### src/sbpm_pkg.sv
// Shared constants and carrier types for the south bridge pin function mux
package sbpm_pkg;

  // ****************************************************
  // Synchroniser slot of each sampled pin
  // ****************************************************
  localparam int SYNC_W = 37;
  localparam int IX_GI0 = 0;
  localparam int IX_REQ6 = 7;
  localparam int IX_XINT = 8;
  localparam int IX_THERM = 12;
  localparam int IX_AUD = 13;
  localparam int IX_OD = 15;
  localparam int IX_SMBD = 19;
  localparam int IX_SMBC = 20;
  localparam int IX_GI16 = 21;
  localparam int IX_PCLK = 23;
  localparam int IX_PDAT = 24;
  localparam int IX_KCLK = 25;
  localparam int IX_KDAT = 26;
  localparam int IX_SMSEL = 27;
  localparam int IX_SSSEL = 28;
  localparam int IX_SADDR = 29;
  localparam int IX_SPEAKER_OUT = 32;
  localparam int IX_KCS = 33;
  localparam int IX_AUX = 34;

  // ****************************************************
  // Status bit positions and reset values
  // ****************************************************
  localparam int ST_GI0 = 0;
  localparam int ST_GI1 = 1;
  localparam int ST_GI2 = 4;
  localparam int ST_GI3 = 8;
  localparam int ST_GI4 = 11;
  localparam int ST_GI5 = 12;
  localparam int ST_GI6_17 = 5;
  localparam int ST_GI16 = 6;
  localparam logic [31:0] GPI_RST = 32'h0000_0000;
  localparam logic [7:0] CHG_RST = 8'h00;
  localparam logic [1:0] STRAP_WAIT_CYC = 2'h3;

  typedef struct packed {
    logic mouse_sel;
    logic kbc_en;
    logic req6_sel;
    logic gpo_int_sel;
    logic extra_int_en;
    logic thermal_en;
    logic audio_gp_sel;
    logic prog_select_0_n_en;
    logic prog_select_1_n_en;
    logic od_grp_sel;
    logic smb2_dis;
    logic smb2_oe;
  } sbpm_cfg_t;

  typedef struct packed {
    logic out;
    logic oe;
  } sbpm_pad_t;

  typedef struct packed {
    logic eeprom_mgmt;
    logic lpc_bios_en;
    logic cpu_freq_en;
    logic [3:0] link_data;
  } sbpm_strap_t;

endpackage

### src/sbpm_mux.sv
// Pin function selection, general input reporting and strap capture
`timescale 1ns/1ps
module sbpm_mux (
  // Clock and reset
  input wire logic mclk_i,
  input wire logic arst_n_i,
  // Configuration and software controls
  input wire sbpm_pkg::sbpm_cfg_t cfg_i,
  input wire logic [31:0] gpo_state_i,
  input wire logic pci_reset_req_i,
  input wire logic [7:0] chg_route_smi_i,
  input wire logic [7:0] chg_clr_i,
  // Internal controllers
  input wire logic ptr_clk_drv_i,
  input wire logic ptr_data_drv_i,
  input wire logic kp_clk_drv_i,
  input wire logic kp_data_drv_i,
  input wire logic ext_kbc_select_n_i,
  input wire logic speaker_i,
  input wire logic [1:0] pcs_n_i,
  input wire logic smb2_data_drv_i,
  input wire logic smb2_clk_drv_i,
  // Pin levels
  input wire logic [6:0] general_input_i,
  input wire logic [1:0] general_input_hi_i,
  input wire logic [2:0] general_input_aux_i,
  input wire logic sixth_bus_request_n_i,
  input wire logic [3:0] extra_pci_interrupt_n_i,
  input wire logic thermal_alarm_n_i,
  input wire logic [1:0] audio_serial_in_i,
  input wire logic [3:0] od_pin_i,
  input wire logic second_smbus_data_pin_i,
  input wire logic second_smbus_clock_pin_i,
  input wire logic pointer_clock_pin_i,
  input wire logic pointer_data_pin_i,
  input wire logic keypad_clock_pin_i,
  input wire logic keypad_data_pin_i,
  input wire logic secondary_master_select_n_i,
  input wire logic secondary_slave_select_n_i,
  input wire logic [2:0] sec_addr_strap_i,
  input wire logic speaker_out_i,
  input wire logic keypad_ctrl_select_n_i,
  // Pin drivers
  output sbpm_pkg::sbpm_pad_t pointer_clock_pin_o,
  output sbpm_pkg::sbpm_pad_t pointer_data_pin_o,
  output sbpm_pkg::sbpm_pad_t keypad_clock_pin_o,
  output sbpm_pkg::sbpm_pad_t keypad_data_pin_o,
  output sbpm_pkg::sbpm_pad_t [3:0] extra_pci_interrupt_o,
  output sbpm_pkg::sbpm_pad_t [1:0] audio_serial_in_o,
  output sbpm_pkg::sbpm_pad_t [3:0] od_pin_o,
  output sbpm_pkg::sbpm_pad_t [1:0] second_smbus_o,
  output sbpm_pkg::sbpm_pad_t keypad_ctrl_select_n_o,
  output sbpm_pkg::sbpm_pad_t speaker_out_o,
  output logic pci_bus_reset_n_o,
  // Internal consumers
  output logic irq1_o,
  output logic irq12_o,
  output logic ptr_clk_o,
  output logic ptr_data_o,
  output logic kp_clk_o,
  output logic kp_data_o,
  output logic address_line_20_gate_o,
  output logic cpu_reset_o,
  output logic sixth_bus_request_n_o,
  output logic [3:0] extra_irq_n_o,
  output logic [1:0] audio_serial_o,
  output logic [1:0] smb2_in_o,
  // Status
  output logic [31:0] gpi_value_o,
  output logic [15:0] pm_status_o,
  output logic [7:0] chg_status_o,
  output logic sci_o,
  output logic smi_o,
  output sbpm_pkg::sbpm_strap_t strap_o,
  output logic strap_valid_o
);

  // ****************************************************
  // Input synchronisers
  // ****************************************************
  logic [sbpm_pkg::SYNC_W-1:0] raw;
  logic [sbpm_pkg::SYNC_W-1:0] s1_q;
  logic [sbpm_pkg::SYNC_W-1:0] s2_q;
  logic [sbpm_pkg::SYNC_W-1:0] s3_q;
  logic [sbpm_pkg::SYNC_W-1:0] pin_q;
  logic [sbpm_pkg::SYNC_W-1:0] pin_d;

  assign raw = {general_input_aux_i, keypad_ctrl_select_n_i, speaker_out_i,
                sec_addr_strap_i, secondary_slave_select_n_i,
                secondary_master_select_n_i, keypad_data_pin_i, keypad_clock_pin_i,
                pointer_data_pin_i, pointer_clock_pin_i, general_input_hi_i,
                second_smbus_clock_pin_i, second_smbus_data_pin_i, od_pin_i,
                audio_serial_in_i, thermal_alarm_n_i, extra_pci_interrupt_n_i,
                sixth_bus_request_n_i, general_input_i};

  // Level only moves once the last two stages agree
  genvar g;
  generate
    for (g = 0; g < sbpm_pkg::SYNC_W; g++)
    begin : g_sync
      assign pin_d[g] = (s2_q[g] == s3_q[g]) ? s3_q[g] : pin_q[g];
    end
  endgenerate

  always_ff @(posedge mclk_i or negedge arst_n_i)
  begin
    if (!arst_n_i)
    begin
      s1_q <= '1;
      s2_q <= '1;
      s3_q <= '1;
      pin_q <= '1;
    end
    else
    begin
      s1_q <= raw;
      s2_q <= s1_q;
      s3_q <= s2_q;
      pin_q <= pin_d;
    end
  end

  // ****************************************************
  // Strap capture
  // ****************************************************
  // Wait for the synchronisers to fill before trusting straps
  // Straps read the agreed level, which pin_q only takes on this edge
  logic [1:0] wait_q;
  logic strap_vld_q;
  sbpm_pkg::sbpm_strap_t strap_q;
  wire strap_take = !strap_vld_q && (wait_q == sbpm_pkg::STRAP_WAIT_CYC);

  always_ff @(posedge mclk_i or negedge arst_n_i)
  begin
    if (!arst_n_i)
    begin
      wait_q <= 2'h0;
      strap_vld_q <= 1'b0;
      strap_q <= '0;
    end
    else
    begin
      if (!strap_take && !strap_vld_q)
        wait_q <= wait_q + 2'h1;
      if (strap_take)
        strap_vld_q <= 1'b1;
      if (strap_take)
      begin
        // pulled low means EEPROM via management bus
        strap_q.eeprom_mgmt <= !pin_d[sbpm_pkg::IX_SMSEL];
        // keyboard select high enables LPC BIOS ROM
        strap_q.lpc_bios_en <= pin_d[sbpm_pkg::IX_KCS];
        strap_q.cpu_freq_en <= !pin_d[sbpm_pkg::IX_SPEAKER_OUT];
        // secondary slave on bit 3, address on 2:0
        strap_q.link_data <= {pin_d[sbpm_pkg::IX_SSSEL], pin_d[sbpm_pkg::IX_SADDR+2],
                              pin_d[sbpm_pkg::IX_SADDR+1], pin_d[sbpm_pkg::IX_SADDR]};
      end
    end
  end

  // ****************************************************
  // Function selection per shared pin
  // ****************************************************
  wire xint_gp_in = !cfg_i.gpo_int_sel && !cfg_i.extra_int_en;
  wire xint_gp_out = cfg_i.gpo_int_sel && !cfg_i.extra_int_en;
  wire xint_irq = cfg_i.extra_int_en;
  wire [1:0] pcs_en = {cfg_i.prog_select_1_n_en, cfg_i.prog_select_0_n_en};
  wire smb2_gp = cfg_i.smb2_dis;
  wire [3:0] od_state = {gpo_state_i[29], gpo_state_i[28], gpo_state_i[23], gpo_state_i[22]};
  wire [3:0] od_pins = pin_q[sbpm_pkg::IX_OD +: 4];
  wire [1:0] aud_pins = pin_q[sbpm_pkg::IX_AUD +: 2];
  wire [3:0] xint_pins = pin_q[sbpm_pkg::IX_XINT +: 4];
  wire [1:0] smb_pins = {pin_q[sbpm_pkg::IX_SMBC], pin_q[sbpm_pkg::IX_SMBD]};
  wire [1:0] smb_state = {gpo_state_i[27], gpo_state_i[26]};

  sbpm_pkg::sbpm_pad_t ptr_clk_pd;
  sbpm_pkg::sbpm_pad_t ptr_dat_pd;
  sbpm_pkg::sbpm_pad_t kp_clk_pd;
  sbpm_pkg::sbpm_pad_t kp_dat_pd;
  sbpm_pkg::sbpm_pad_t kcs_pd;
  sbpm_pkg::sbpm_pad_t spk_pd;
  sbpm_pkg::sbpm_pad_t [3:0] xint_pd;
  sbpm_pkg::sbpm_pad_t [1:0] aud_pd;
  sbpm_pkg::sbpm_pad_t [3:0] od_pd;
  sbpm_pkg::sbpm_pad_t [1:0] smb_pd;

  // mouse lines are open drain from the internal controller
  assign ptr_clk_pd = '{out: 1'b0, oe: cfg_i.mouse_sel && ptr_clk_drv_i};
  assign ptr_dat_pd = '{out: 1'b0, oe: cfg_i.mouse_sel && ptr_data_drv_i};
  // in external keyboard mode these pins are inputs only
  assign kp_clk_pd = '{out: 1'b0, oe: cfg_i.kbc_en && kp_clk_drv_i};
  assign kp_dat_pd = '{out: 1'b0, oe: cfg_i.kbc_en && kp_data_drv_i};
  // select driven only once straps are taken
  assign kcs_pd = '{out: ext_kbc_select_n_i, oe: strap_vld_q && !cfg_i.kbc_en};
  // Speaker pin stays released while its strap is sampled
  assign spk_pd = '{out: speaker_i, oe: strap_vld_q};

  generate
    for (g = 0; g < 4; g++)
    begin : g_xint
      assign xint_pd[g] = '{out: gpo_state_i[12+g], oe: xint_gp_out};
      // low only while the state bit is 0, else released
      assign od_pd[g] = '{out: 1'b0, oe: cfg_i.od_grp_sel && !od_state[g]};
    end
    for (g = 0; g < 2; g++)
    begin : g_pair
      // chip select pushes; output bit 1 releases the pin
      assign aud_pd[g] = '{out: pcs_en[g] && cfg_i.audio_gp_sel && pcs_n_i[g],
                           oe: cfg_i.audio_gp_sel && (pcs_en[g] || !gpo_state_i[20+g])};
      // SMBus pins as open-drain outputs when enabled
      assign smb_pd[g] = '{out: 1'b0,
                           oe: smb2_gp ? (cfg_i.smb2_oe && !smb_state[g])
                                       : (g ? smb2_clk_drv_i : smb2_data_drv_i)};
    end
  endgenerate

  // ****************************************************
  // General input word
  // ****************************************************
  logic [31:0] gpi_d;
  always_comb
  begin
    gpi_d = '0;
    gpi_d[6:0] = pin_q[sbpm_pkg::IX_GI0 +: 7];
    // request pin reads as input 7 only when not a request
    gpi_d[7] = !cfg_i.req6_sel && pin_q[sbpm_pkg::IX_REQ6];
    // inputs 12 to 15 when both select bits clear
    gpi_d[15:12] = xint_gp_in ? xint_pins : 4'h0;
    gpi_d[17:16] = pin_q[sbpm_pkg::IX_GI16 +: 2];
    // thermal pin is input 18 when thermal function off
    gpi_d[18] = !cfg_i.thermal_en && pin_q[sbpm_pkg::IX_THERM];
    gpi_d[19] = pin_q[sbpm_pkg::IX_AUX];
    gpi_d[25:24] = pin_q[sbpm_pkg::IX_AUX+1 +: 2];
    // inputs 20 and 21 when selected without chip select
    gpi_d[21:20] = aud_pins & ~pcs_en & {2{cfg_i.audio_gp_sel}} & gpo_state_i[21:20];
    // group inputs valid only with driver released
    gpi_d[23:22] = od_pins[1:0] & od_state[1:0] & {2{cfg_i.od_grp_sel}};
    gpi_d[29:28] = od_pins[3:2] & od_state[3:2] & {2{cfg_i.od_grp_sel}};
    // SMBus pins read as 26 and 27 with output off
    gpi_d[27:26] = smb_pins & {2{smb2_gp && !cfg_i.smb2_oe}};
  end

  // dedicated inputs placed into status bits
  logic [15:0] pm_d;
  always_comb
  begin
    pm_d = '0;
    pm_d[sbpm_pkg::ST_GI0] = gpi_d[0];
    pm_d[sbpm_pkg::ST_GI1] = gpi_d[1];
    pm_d[sbpm_pkg::ST_GI2] = gpi_d[2];
    pm_d[sbpm_pkg::ST_GI3] = gpi_d[3];
    pm_d[sbpm_pkg::ST_GI4] = gpi_d[4];
    pm_d[sbpm_pkg::ST_GI5] = gpi_d[5];
    pm_d[sbpm_pkg::ST_GI6_17] = gpi_d[6] | gpi_d[17];
    pm_d[sbpm_pkg::ST_GI16] = gpi_d[16];
  end

  // ****************************************************
  // Change status
  // ****************************************************
  function automatic logic [7:0] chg_pick(input logic [31:0] v);
    chg_pick = {v[27:24], v[19:16]};
  endfunction

  logic [7:0] prev_q;
  logic [7:0] chg_q;
  // One edge after capture, so the preset level never reads as a change
  wire [7:0] chg_hit = strap_valid_o ? (chg_pick(gpi_d) ^ prev_q) : 8'h00;
  // a new change beats a clear in the same cycle
  wire [7:0] chg_d = chg_hit | (chg_q & ~chg_clr_i);

  always_ff @(posedge mclk_i or negedge arst_n_i)
  begin
    if (!arst_n_i)
    begin
      prev_q <= sbpm_pkg::CHG_RST;
      chg_q <= sbpm_pkg::CHG_RST;
    end
    else
    begin
      prev_q <= chg_pick(gpi_d);
      chg_q <= chg_d;
    end
  end

  // ****************************************************
  // Registered outputs
  // ****************************************************
  always_ff @(posedge mclk_i or negedge arst_n_i)
  begin
    if (!arst_n_i)
    begin
      pointer_clock_pin_o <= '0;
      pointer_data_pin_o <= '0;
      keypad_clock_pin_o <= '0;
      keypad_data_pin_o <= '0;
      extra_pci_interrupt_o <= '0;
      audio_serial_in_o <= '0;
      od_pin_o <= '0;
      second_smbus_o <= '0;
      keypad_ctrl_select_n_o <= '0;
      speaker_out_o <= '0;
      pci_bus_reset_n_o <= 1'b0;
      irq1_o <= 1'b0;
      irq12_o <= 1'b0;
      ptr_clk_o <= 1'b1;
      ptr_data_o <= 1'b1;
      kp_clk_o <= 1'b1;
      kp_data_o <= 1'b1;
      address_line_20_gate_o <= 1'b0;
      cpu_reset_o <= 1'b0;
      sixth_bus_request_n_o <= 1'b1;
      extra_irq_n_o <= 4'hF;
      audio_serial_o <= 2'h0;
      smb2_in_o <= 2'h3;
      gpi_value_o <= sbpm_pkg::GPI_RST;
      pm_status_o <= '0;
      chg_status_o <= sbpm_pkg::CHG_RST;
      sci_o <= 1'b0;
      smi_o <= 1'b0;
      strap_o <= '0;
      strap_valid_o <= 1'b0;
    end
    else
    begin
      pointer_clock_pin_o <= ptr_clk_pd;
      pointer_data_pin_o <= ptr_dat_pd;
      keypad_clock_pin_o <= kp_clk_pd;
      keypad_data_pin_o <= kp_dat_pd;
      extra_pci_interrupt_o <= xint_pd;
      audio_serial_in_o <= aud_pd;
      od_pin_o <= od_pd;
      second_smbus_o <= smb_pd;
      keypad_ctrl_select_n_o <= kcs_pd;
      speaker_out_o <= spk_pd;
      // held low through reset and on software request
      pci_bus_reset_n_o <= !pci_reset_req_i;
      // mouse mode feeds controller, else interrupt inputs
      irq1_o <= !cfg_i.mouse_sel && pin_q[sbpm_pkg::IX_PCLK];
      irq12_o <= !cfg_i.mouse_sel && pin_q[sbpm_pkg::IX_PDAT];
      ptr_clk_o <= !cfg_i.mouse_sel || pin_q[sbpm_pkg::IX_PCLK];
      ptr_data_o <= !cfg_i.mouse_sel || pin_q[sbpm_pkg::IX_PDAT];
      kp_clk_o <= !cfg_i.kbc_en || pin_q[sbpm_pkg::IX_KCLK];
      kp_data_o <= !cfg_i.kbc_en || pin_q[sbpm_pkg::IX_KDAT];
      // external controller drives gate-A20 high and reset low
      address_line_20_gate_o <= !cfg_i.kbc_en && pin_q[sbpm_pkg::IX_KCLK];
      cpu_reset_o <= !cfg_i.kbc_en && !pin_q[sbpm_pkg::IX_KDAT];
      sixth_bus_request_n_o <= !cfg_i.req6_sel || pin_q[sbpm_pkg::IX_REQ6];
      extra_irq_n_o <= xint_irq ? xint_pins : 4'hF;
      // audio inputs when select and enables clear, bits high
      audio_serial_o <= aud_pins & ~pcs_en & {2{!cfg_i.audio_gp_sel}} & gpo_state_i[21:20];
      smb2_in_o <= smb2_gp ? 2'h3 : smb_pins;
      // all 26 inputs as one 32-bit word
      gpi_value_o <= gpi_d;
      pm_status_o <= pm_d;
      chg_status_o <= chg_d;
      // routing bit 1 sends the change to SMI
      sci_o <= |(chg_d & ~chg_route_smi_i);
      smi_o <= |(chg_d & chg_route_smi_i);
      strap_o <= strap_q;
      strap_valid_o <= strap_vld_q;
    end
  end

endmodule

### config.mk
export PLATFORM = sky130hd
export DESIGN_NAME = sbpm_mux
export DESIGN_NICKNAME = d
export VERILOG_FILES = /design/src/sbpm_pkg.sv /design/src/sbpm_mux.sv
export SDC_FILE = /design/constraint.sdc
export NUM_CORES = 1
export LEC_CHECK = 0
export BUFFER_PORTS_ARGS = -buffer_cell sky130_fd_sc_hd__buf_2
export CORE_UTILIZATION = 30
export CTS_BUF_LIST = sky130_fd_sc_hd__clkbuf_4 sky130_fd_sc_hd__clkbuf_8
export DETAILED_ROUTE_END_ITERATION = 16
export SYNTH_ARGS = -nofsm -noshare
export SYNTH_HDL_FRONTEND = slang
export SYNTH_SLANG_ARGS = --single-unit
### constraint.sdc
create_clock -name mclk_i -period 4.3 [get_ports mclk_i]
set_clock_uncertainty 0.05 [all_clocks]
set_input_delay 0.215 -clock mclk_i [delete_from_list [all_inputs] [get_ports mclk_i]]
set_output_delay 0.215 -clock mclk_i [all_outputs]
set_load 0.1 [all_outputs]
* Yosys cells after proc, flatten, opt, wreduce, memory -nomap -nowiden *
Cells that the tools add are included.

storage, ports and cells
  output and inout bits = 120
  flip-flop bits (word level) = 258
  input bits = 110

cells by class
  multiplexer cells = 13
  equal/unequal tests = 38
  reductions and logical operators = 59
  add/sub/neg operators = 1
  bitwise gates (word level) = 19

operator list
  operator               count
  $eq A1 B1 Y1           37
  $logic_and A1 B1 Y1    28
  $and A8 B8 Y8          3
  $logic_not A1 Y1       22
  $and A2 B2 Y2          10
  $not A8 Y8             2
  $reduce_or A8 Y1       2
  $mux W1                9
  $mux W4                2
  $mux W8                1
  $or A8 B8 Y8           1
  $xor A8 B8 Y8          1
  $logic_or A1 B1 Y1     7
  $add A2 B1 Y2 const B  1
  $eq A2 B2 Y1 const B   1
  $mux W2                1
  $not A2 Y2             1
  $or A1 B1 Y1           1

* Logic depth before layout (Yosys ltp) *
Gate-level depths: netlist of run 1.

  word-level depth = 8
  gate-level depth with buffers = 6

* Worst setup path after synthesis of run 1 *
Ideal clock, no wire load.

  path type = register -> register
  from = register prev_q[5]
  to = register smi_o
  arrival time = 1.820 ns
  setup slack = 2.304 ns
  cell stages (with the launch flop) = 6
  period minus slack after synthesis = 1.996 ns
  library setup time = 0.126 ns
  data required time = 4.124 ns
  cells stage by stage = dfrtp_1 > xnor2_1 > o22ai_2 > a221oi_2 > nand3_1 > a221o_1

on the way
  cells in the longest elaborated chain, start to end = 5

RTL lines
  item                      line             text
  start: declaration        sbpm_mux.sv:265  logic [7:0] prev_q;
  start signal: assignment  sbpm_mux.sv:276  prev_q <= sbpm_pkg::CHG_RST;
  start signal: assignment  sbpm_mux.sv:281  prev_q <= chg_pick(gpi_d);
  $xor A8 B8 Y8             sbpm_mux.sv:268  wire [7:0] chg_hit = strap_valid_o ? (chg_pick(gpi_d) ^ prev_q) : 8'h00;
  $mux W8                   sbpm_mux.sv:268
  $or A8 B8 Y8              sbpm_mux.sv:270  wire [7:0] chg_d = chg_hit | (chg_q & ~chg_clr_i);
  net chg_d[5]              sbpm_mux.sv:270
  $and A8 B8 Y8             sbpm_mux.sv:359  smi_o <= |(chg_d & chg_route_smi_i);
  $reduce_or A8 Y1          sbpm_mux.sv:359
  end signal: assignment    sbpm_mux.sv:359
  end: declaration          sbpm_mux.sv:73   output logic smi_o,

The timed path passes the listed nets, and every way through them passes these cells.
A chain may end at the register's enable or synchronous reset.

==> run_results.csv, run 1 <==
group,metric,value,unit
floorplanning,rows,58,
final_layout,register_area,6280,um2
placement,gp_congestion,0.727,
final_layout,fin_area,10700,um2
pwr,peakVddDrop,0.000274,V
hold_path,whs_path_depth,3,
yosys,synth-seq-cells,243,
drt,num_vias,4253,
final_layout,synthToLayoutAreaGrowth,38.4,%
worst_setup_path,slowest_stage,"dfrtp_1",
timing,fin_crit_sh,51.3,%
worst_setup_path,required,4.66,ns
floorplanning,fp.dieW,163,um
worst_setup_path,crit_type,"reg -> reg",
yosys,synth_edf_count,0,
pwr,power.leakage,4.87,nW
final_layout,fill_cells,2290,
floorplanning,start_util,30.7,%
final_layout,fin_util,42.5,%
cts,clockBufferDepth,3,
floorplanning,core,25300,um2
final_layout,drive_gt1_share,55.7,%
yosys,muxShareOfSynthArea,0.871,%
global_routing,grt_usage,10.6,%
worst_setup_path,crit_path_max_fanout,11,
timing,rsz0062_at_grt,"no",
hold_path,hold_start,"gpo_state_i[21]",
worst_setup_path,reg2reg_depth,6,
timing,finalHoldViolCount,0,
drt,wire_per_inst,12.4,um
drt,ant_nets,0,
final_layout,multi_input_area,1220,um2
cts,cts_max_level,2,
yosys,yosysWarnings,0,
yosys,syn_area_per_cell,17.5,um2
cts,clk_latency,0.53,ns
final_layout,num_antenna_cells,0,
drt,post-route-drc-count,0,
global_routing,grt_overflow_total,0,
cts,cts_tree,"done",
timing,setup_tns,0,ns
hold_path,holdPathEnd,"audio_serial_in_o[2]",
drt,wl,13800,um
yosys,ys_types,40,
drt,via_per_inst,3.82,
yosys,synth_fa_ha_area_share,4.93,%
global_routing,grt_max_degree,112,
global_routing,antenna_found_initial,0,
timing,max_freq,0.454,GHz
final_layout,nets,862,
worst_setup_path,start_kind,"flop",
worst_setup_path,path_cells,"inv_4 > o22ai_2 > a221oi_2 > nand3_1 > a221o_1 > dlygate4sd3_1",
cts,root_buffer,"clkbuf_8",
worst_setup_path,crit_buf_inv,2,
final_layout,final_cells,1114,
floorplanning,die_area,26500,um2
worst_setup_path,r2r_slack,2.10,ns
timing,fin_hold_ws,0.0402,ns
timing,setup_ws,2.10,ns
yosys,synth_xor_area_share,1.00,%
timing,relSlewSlack,45.5,%
placement,port_buffers,185,
worst_setup_path,cp_slowest_stage_delay,0.56,ns
cts,cts_resized,0,
placement,dpl.hpwl,8310,um
floorplanning,die_h,163,um
yosys,netlist_instances,443,
pwr,power_density,530,nW/um2
cts,clock-sinks,243,
placement,pre_cts_ws,2.51,ns
yosys,yosys.area_share.simple,5.76,%
drt,firstDrtPassIters,4,
worst_setup_path,worstReg2RegEnd,"smi_o",
yosys,synth_compound_area_share,2.05,%
timing,finalSetupViolations,0,
yosys,synth_top_family_by_area,"simple AND/OR/NAND/NOR gates",
yosys,ys_seq_area_share,80.9,%
pwr,total_power,5.69,mW
worst_setup_path,cp_data_arrival_time,2.56,ns
floorplanning,num_io_pins,230,
worst_setup_path,reg2reg_from,"speaker_out_o[0]",
placement,place_inst,947,
worst_setup_path,crit_family,"buffers and inverters",
job,drv_cap,0,
yosys,syn_area,7760,um2
global_routing,grt_pass1_wl,22200,um
cts,clkTransAtPathRegs,0.06,ns
timing,slew_viol_final,0,
drt,drt_iter0_drc,175,
timing,worst_pin_slew,0.818,ns
yosys,synth_flop_cell,"dfstp_2",
cts,cts_buffers,41,
worst_setup_path,cp-end-kind,"flop",
yosys,async_reset_ff_share,100,%
placement,dpl-instance-area,8950,um2
hold_path,min_path_type,"in -> reg",
outcome,status,"finished, final reports clean",
timing,period_minus_slack,2.20,ns
global_routing,grt_pass1_vias,4511,
==> flip-flops by register name, indices dropped and copies added, names as in the netlist, 5 cells and up <==
name                   cells
s3_q                      37
strap_o                    7
prev_q                     7
s1_q                      37
strap_q                    7
pin_q                     37
chg_status_o               8
extra_pci_interrupt_o      5
pm_status_o                6
gpi_value_o               14
s2_q                      37
==> report_power, final <==
group / switching [mW] / internal [mW] / total, mW / leakage [nW]
Sequential: 0.0707 / 2.52 / 2.59 / 2.69
Combinational: 0.778 / 0.205 / 0.983 / 1.72
Clock: 0.890 / 1.23 / 2.12 / 0.469
Total: 1.74 / 3.95 / 5.69 / 4.87
==> cell usage after synthesis, drive strengths merged, types with 6 or more instances <==
cell type / n / area share (%)
nand2: 10 / 0.48
buf: 37 / 3.6
mux2: 6 / 0.87
and3: 8 / 0.65
nand2b: 13 / 1.0
nor2b: 16 / 1.4
and2: 10 / 0.87
maj3: 37 / 4.8
dfrtp: 84 / 27
dfstp: 159 / 54
nor2: 7 / 0.34
o22ai: 7 / 0.81
inv: 16 / 0.81
==> how the worst max path moves through the flow <==
stage,slack (ns),cells past startpoint,startpoint,end
after detailed placement,2.51,3,wait_q[0],strap_q[0]
after CTS,2.08,6,speaker_out_o[0],smi_o
after global routing,1.98,6,speaker_out_o[0],smi_o
after global placement,2.53,3,wait_q[0],strap_q[0]
after floorplan,2.30,5,prev_q[5],smi_o
final,2.10,6,speaker_out_o[0],smi_o
==> kinds of logic (layout without fill, tap and decap cells) <==
family | count (synthesis) | in the layout
mux | 6 | 6
xor+xnor | 8 | 8
buf+inv | 53 | 371
fa+ha+maj | 38 | 38
simple gates | 76 | 76
flops | 243 | 243
other cells | 1 | 24
compound gates | 18 | 18
==> layer usage <==
metal | vias to the layer above | track usage [%] | wire (um)
li1 | 2019 | - | -
met1 | 2064 | 12.7 | 5860
met2 | 149 | 17.6 | 6840
met3 | 21 | 3.41 | 863
met4 | 0 | 4.21 | 217
met5 | - | 0 | 0
==> what timing repair did <==
item / 4_1_cts / 5_1_grt
hold buffers: 91 / 0
hold endpoints to repair: 129 / 0
setup endpoints to repair: 0 / 0
setup buffers: 0 / 0
==> worst reg2reg max path, cell delays in order (launching register included) <==
cell           delay, ns
dfrtp_1             0.56
inv_4               0.17
o22ai_2             0.11
a221oi_2            0.28
nand3_1             0.10
a221o_1             0.25
dlygate4sd3_1       0.56
==> cell usage in the layout (no fill, tap or decap), drive strengths merged, types with 7 or more instances in the layout <==
cell type	netlist	final
dlygate4sd3	0	91
buf	37	188
clkbuf	0	70
nor2	7	7
nand2b	13	13
conb	1	24
and3	8	8
inv	16	18
dfrtp	84	84
dfstp	159	159
nor2b	16	16
maj3	37	37
o22ai	7	7
nand2	10	10
and2	10	10
==> area by class of cell <==
cell class              instances  share of cell area (%)
well taps                     330                    3.84
inverters                      16                   0.582
clock inverters                 6                   0.396
flip-flops and latches        243                    58.5
clock buffers                  70                    7.80
multi-input cells             170                    11.4
repair buffers                279                    17.5
(Power assumes the default switching activity.)
==> run 2: changes to the inputs <==
==> constraint.sdc (replaced) <==
create_clock -name mclk_i -period 2.3 [get_ports mclk_i]
set_clock_uncertainty 0.05 [all_clocks]
set_input_delay 0.115 -clock mclk_i [delete_from_list [all_inputs] [get_ports mclk_i]]
set_output_delay 0.115 -clock mclk_i [all_outputs]
set_load 0.1 [all_outputs]
==> run 2 against run 1 <==
Compared with the run above: clock power is 87% higher; sequential power up 87%; first-iteration DRC count up 6.3%; utilization grew 0.17 points; critical endpoint is now sci_o.
==> run_results.csv, run 2 (synthesized netlist as in run 1, its figures left out) <==
group,metric,value,unit
timing,worst_pin_slew,0.526,ns
drt,via_per_inst,3.86,
global_routing,grt_max_degree,102,
timing,fin_crit_sh,94.0,%
timing,finalSetupViolations,0,
final_layout,synthToLayoutAreaGrowth,39.0,%
pwr,power_density,987,nW/um2
cts,cts_resized,0,
cts,postCtsSetupBuffers,0,
hold_path,min_path_type,"in -> async",
timing,setup_tns,0,ns
cts,holdBufCountCts,92,
worst_setup_path,crit_type,"reg -> reg",
floorplanning,fp.dieW,163,um
timing,slew_viol_final,0,
cts,root_buffer,"clkbuf_8",
pwr,power.leakage,4.89,nW
final_layout,layout_common_cells,"184 x buf_2, 159 x dfstp_2, 92 x dlygate4sd3_1, 84 x dfrtp_1, 51 x clkbuf_8",
outcome,status,"finished, final reports clean",
final_layout,fill_cells,2287,
drt,wl,13500,um
placement,dpl-instance-area,8980,um2
pwr,peakVddDrop,0.000472,V
placement,gp_congestion,0.734,
drt,num_vias,4305,
pwr,total_power,10.6,mW
global_routing,grt_pass1_vias,4464,
worst_setup_path,required,2.64,ns
worst_setup_path,worstReg2RegEnd,"sci_o",
placement,port_buffers,185,
floorplanning,die_h,163,um
final_layout,final_cells,1115,
floorplanning,rows,58,
timing,period_minus_slack,2.16,ns
final_layout,nets,864,
cts,clk_latency,0.52,ns
worst_setup_path,r2r_slack,0.14,ns
placement,dpl.hpwl,8260,um
cts,cts_max_level,2,
cts,clockBufferDepth,3,
timing,rsz0062_at_grt,"no",
final_layout,multi_input_area,1220,um2
drt,wl_met1,5650,um
cts,clock-sinks,243,
global_routing,grt_overflow_total,0,
drt,maxUsedRoutingLayer,"met4",
cts,cts_buffers,41,
global_routing,grt_pass1_wl,21800,um
final_layout,drive_gt1_share,55.7,%
timing,setup_ws,0.139,ns
final_layout,register_area,6280,um2
floorplanning,die_area,26500,um2
cts,clkTransAtPathRegs,0.06,ns
drt,drt_iter0_drc,186,
timing,fin_hold_ws,0.133,ns
floorplanning,core,25300,um2
final_layout,fin_util,42.7,%
worst_setup_path,cp_data_arrival_time,2.50,ns
worst_setup_path,start_kind,"flop",
drt,firstDrtPassIters,4,
drt,ant_nets,0,
timing,max_freq,0.463,GHz
global_routing,grt_usage,10.4,%
placement,pre_cts_ws,0.695,ns
final_layout,num_antenna_cells,0,
final_layout,layout_commonest_cell,"buf_2",
worst_setup_path,cp-end-kind,"flop",
final_layout,fin_area,10800,um2
global_routing,antenna_found_initial,0,
worst_setup_path,reg2reg_from,"pin_q[36]",
drt,post-route-drc-count,0,
timing,relSlewSlack,64.9,%
worst_setup_path,crit_path_max_fanout,3,
placement,place_inst,948,
floorplanning,start_util,30.7,%
drt,wire_per_inst,12.1,um
drt,wl_met2,6610,um
cts,cts_tree,"done",
job,drv_cap,0,
worst_setup_path,reg2reg_depth,6,
floorplanning,num_io_pins,230,
timing,finalHoldViolCount,0,
drt,met3WireLength,877,um
[run 2: worst max-delay path by stage]
stage	startpoint	to	slack, ns	cells past startpoint
2_1_floorplan	prev_q[5]	smi_o	0.30	5
3_3_place_gp	pin_q[36]	sci_o	0.72	5
3_5_place_dp	pin_q[36]	smi_o	0.69	5
4_1_cts	pin_q[36]	sci_o	0.15	6
5_1_grt	pin_q[22]	smi_o	0.06	6
6_report	pin_q[36]	sci_o	0.14	6
[run 2: worst max-delay path: stages (launching register included)]
cell	delay, ns
dfstp_2	0.55
xnor2_1	0.13
o22ai_2	0.12
a211oi_1	0.26
nand4_1	0.12
a221o_1	0.26
dlygate4sd3_1	0.56
[run 2: area by class of cell]
class | instances | area share, %
clock buffer | 74 | 8.11
clock inverter | 1 | 0.0696
inverter | 16 | 0.580
multi-input combinational | 170 | 11.3
sequential | 243 | 58.2
tap | 330 | 3.83
timing repair buffer | 281 | 17.8
[run 2: layer usage]
metal  vias up  GRT usage, %
li1       2027             -
met2       148          16.7
met1      2098          12.7
met3        32          3.31
met5         -             0
met4         0          4.67
[run 2: where the power goes]
| group | leakage [nW] | internal, mW | total (mW) | switching [mW] |
|---|---|---|---|---|
| combinational | 1.73 | 0.390 | 1.85 | 1.46 |
| clock | 0.473 | 2.36 | 3.97 | 1.60 |
| sequential | 2.69 | 4.71 | 4.84 | 0.129 |
| total | 4.89 | 7.46 | 10.6 | 3.19 |
==> run 3: changes to the inputs <==
--- a/config.mk
+++ b/config.mk
@@ -9,6 +9,7 @@
 export CORE_UTILIZATION = 30
 export CTS_BUF_LIST = sky130_fd_sc_hd__clkbuf_4 sky130_fd_sc_hd__clkbuf_8
 export DETAILED_ROUTE_END_ITERATION = 16
+export RECOVER_POWER = 100
 export SYNTH_ARGS = -nofsm -noshare
 export SYNTH_HDL_FRONTEND = slang
 export SYNTH_SLANG_ARGS = --single-unit
==> run 3 against run 2 <==
Compared with the run above: non-clock buffer count did not move; combinational power fell by 3%; count of clock-buffer cells in the layout did not move; sequential share of layout area rose by 0.88 points; die area did not move; setup slack got worse by 0.014 ns; critical endpoint unchanged; largest power group unchanged; highest routed layer unchanged.
==> run_results.csv, run 3 (synthesized netlist as in run 1, its figures left out) <==
group,metric,value,unit
final_layout,fill_cells,2353,
final_layout,layout_commonest_cell,"dfstp_2",
timing,max_freq,0.460,GHz
worst_setup_path,cp-end-kind,"flop",
job,drv_cap,0,
cts,clock-sinks,243,
timing,period_minus_slack,2.18,ns
timing,setup_tns,0,ns
floorplanning,start_util,30.7,%
outcome,status,"finished, final reports clean",
placement,dpl.hpwl,8260,um
floorplanning,die_area,26500,um2
drt,ant_nets,0,
pwr,peakVddDrop,0.000470,V
floorplanning,core,25300,um2
final_layout,fin_area,10600,um2
cts,clk_latency,0.52,ns
timing,relSlewSlack,17.5,%
global_routing,antenna_found_initial,0,
placement,port_buffers,185,
final_layout,layout_common_cells,"103 x dfstp_2, 95 x clkbuf_1, 92 x dlygate4sd3_1, 84 x dfrtp_1, 77 x buf_2",
placement,dpl-instance-area,8980,um2
floorplanning,num_io_pins,230,
floorplanning,fp.dieW,163,um
cts,clockBufferDepth,3,
cts,root_buffer,"clkbuf_8",
drt,post-route-drc-count,0,
worst_setup_path,r2r_slack,0.12,ns
cts,cts_tree,"done",
global_routing,grt_pass1_vias,4464,
pwr,total_power,10.6,mW
global_routing,grt_usage,10.4,%
floorplanning,die_h,163,um
drt,wl,13700,um
cts,postCtsSetupBuffers,0,
pwr,power_density,996,nW/um2
worst_setup_path,cp_data_arrival_time,2.51,ns
timing,worst_pin_slew,1.24,ns
drt,firstDrtPassIters,4,
final_layout,multi_input_area,1210,um2
cts,clkTransAtPathRegs,0.06,ns
global_routing,grt_max_degree,102,
final_layout,nets,864,
cts,cts_max_level,2,
worst_setup_path,required,2.64,ns
worst_setup_path,crit_type,"reg -> reg",
global_routing,grt_overflow_total,0,
drt,wire_per_inst,12.2,um
timing,slew_viol_final,0,
placement,gp_congestion,0.734,
drt,drt_iter0_drc,204,
global_routing,grt_pass1_wl,21800,um
timing,finalHoldViolCount,0,
hold_path,min_path_type,"in -> reg",
drt,via_per_inst,3.86,
timing,rsz0062_at_grt,"no",
drt,num_vias,4307,
final_layout,drive_gt1_share,35.9,%
cts,cts_buffers,41,
cts,cts_resized,0,
final_layout,synthToLayoutAreaGrowth,36.9,%
worst_setup_path,crit_path_max_fanout,3,
timing,fin_crit_sh,94.6,%
final_layout,num_antenna_cells,0,
pwr,power.leakage,4.55,nW
timing,finalSetupViolations,0,
floorplanning,rows,58,
worst_setup_path,start_kind,"flop",
final_layout,register_area,6280,um2
==> run 3: report_power, final <==
part	switching, mW	internal [mW]
registers	0.135	4.68
logic	1.45	0.343
clock network	1.60	2.36
total	3.19	7.39
==> run 3: metrics by stage <==
step	worst slack, ns	utilization [%]	hold WS (ns)	cells
2_1_floorplan	0.304	-	-0.231	466
6_report	0.125	42.1	0.183	1115
4_1_cts	0.146	42.7	0.0982	1115
3_5_place_dp	0.695	35.6	-0.103	948
3_3_place_gp	0.719	35.6	-0.104	948
5_1_grt	0.0359	42.1	0.137	1115
==> run 3: timing repair <==
action                     in CTS  in global routing
hold endpoints to repair      280                  0
hold buffers                   92                  0
setup endpoints to repair       0                  0
==> run 3: area by class of cell <==
| cell class | instances | area share [%] |
|---|---|---|
| flip-flops and latches | 243 | 59.1 |
| repair buffers | 281 | 16.8 |
| multi-input cells | 170 | 11.4 |
| clock buffers | 74 | 8.23 |
| well taps | 330 | 3.89 |
| inverters | 16 | 0.589 |
| clock inverters | 1 | 0.0707 |
==> run 3: routing by layer <==
metal	up-vias	routed length, um	global-route usage (%)
met4	0	367	4.67
li1	2025	-	-
met1	2098	5740	12.7
met2	153	6620	16.7
met3	31	934	3.31
met5	-	0	0
==> run 3: critical path, cell delays in order, from the launching register on <==
cell           delay (ns)
dfstp_1              0.55
xnor2_1              0.15
o22ai_2              0.12
a211oi_1             0.26
nand4_1              0.12
a221o_1              0.26
dlygate4sd3_1        0.55
==> run 3: path summary, 6_finish.rpt <==
path	from	end	cells after the start
max reg2reg	pin_q[36]	sci_o	6
min reg2reg	s1_q[36]	s2_q[36]	0
max	pin_q[36]	sci_o	6
min	secondary_master_select_n_i	s1_q[27]	2
max in group asynchronous	arst_n_i	speaker_out_o[1]	3
min in group asynchronous	arst_n_i	s1_q[15]	2
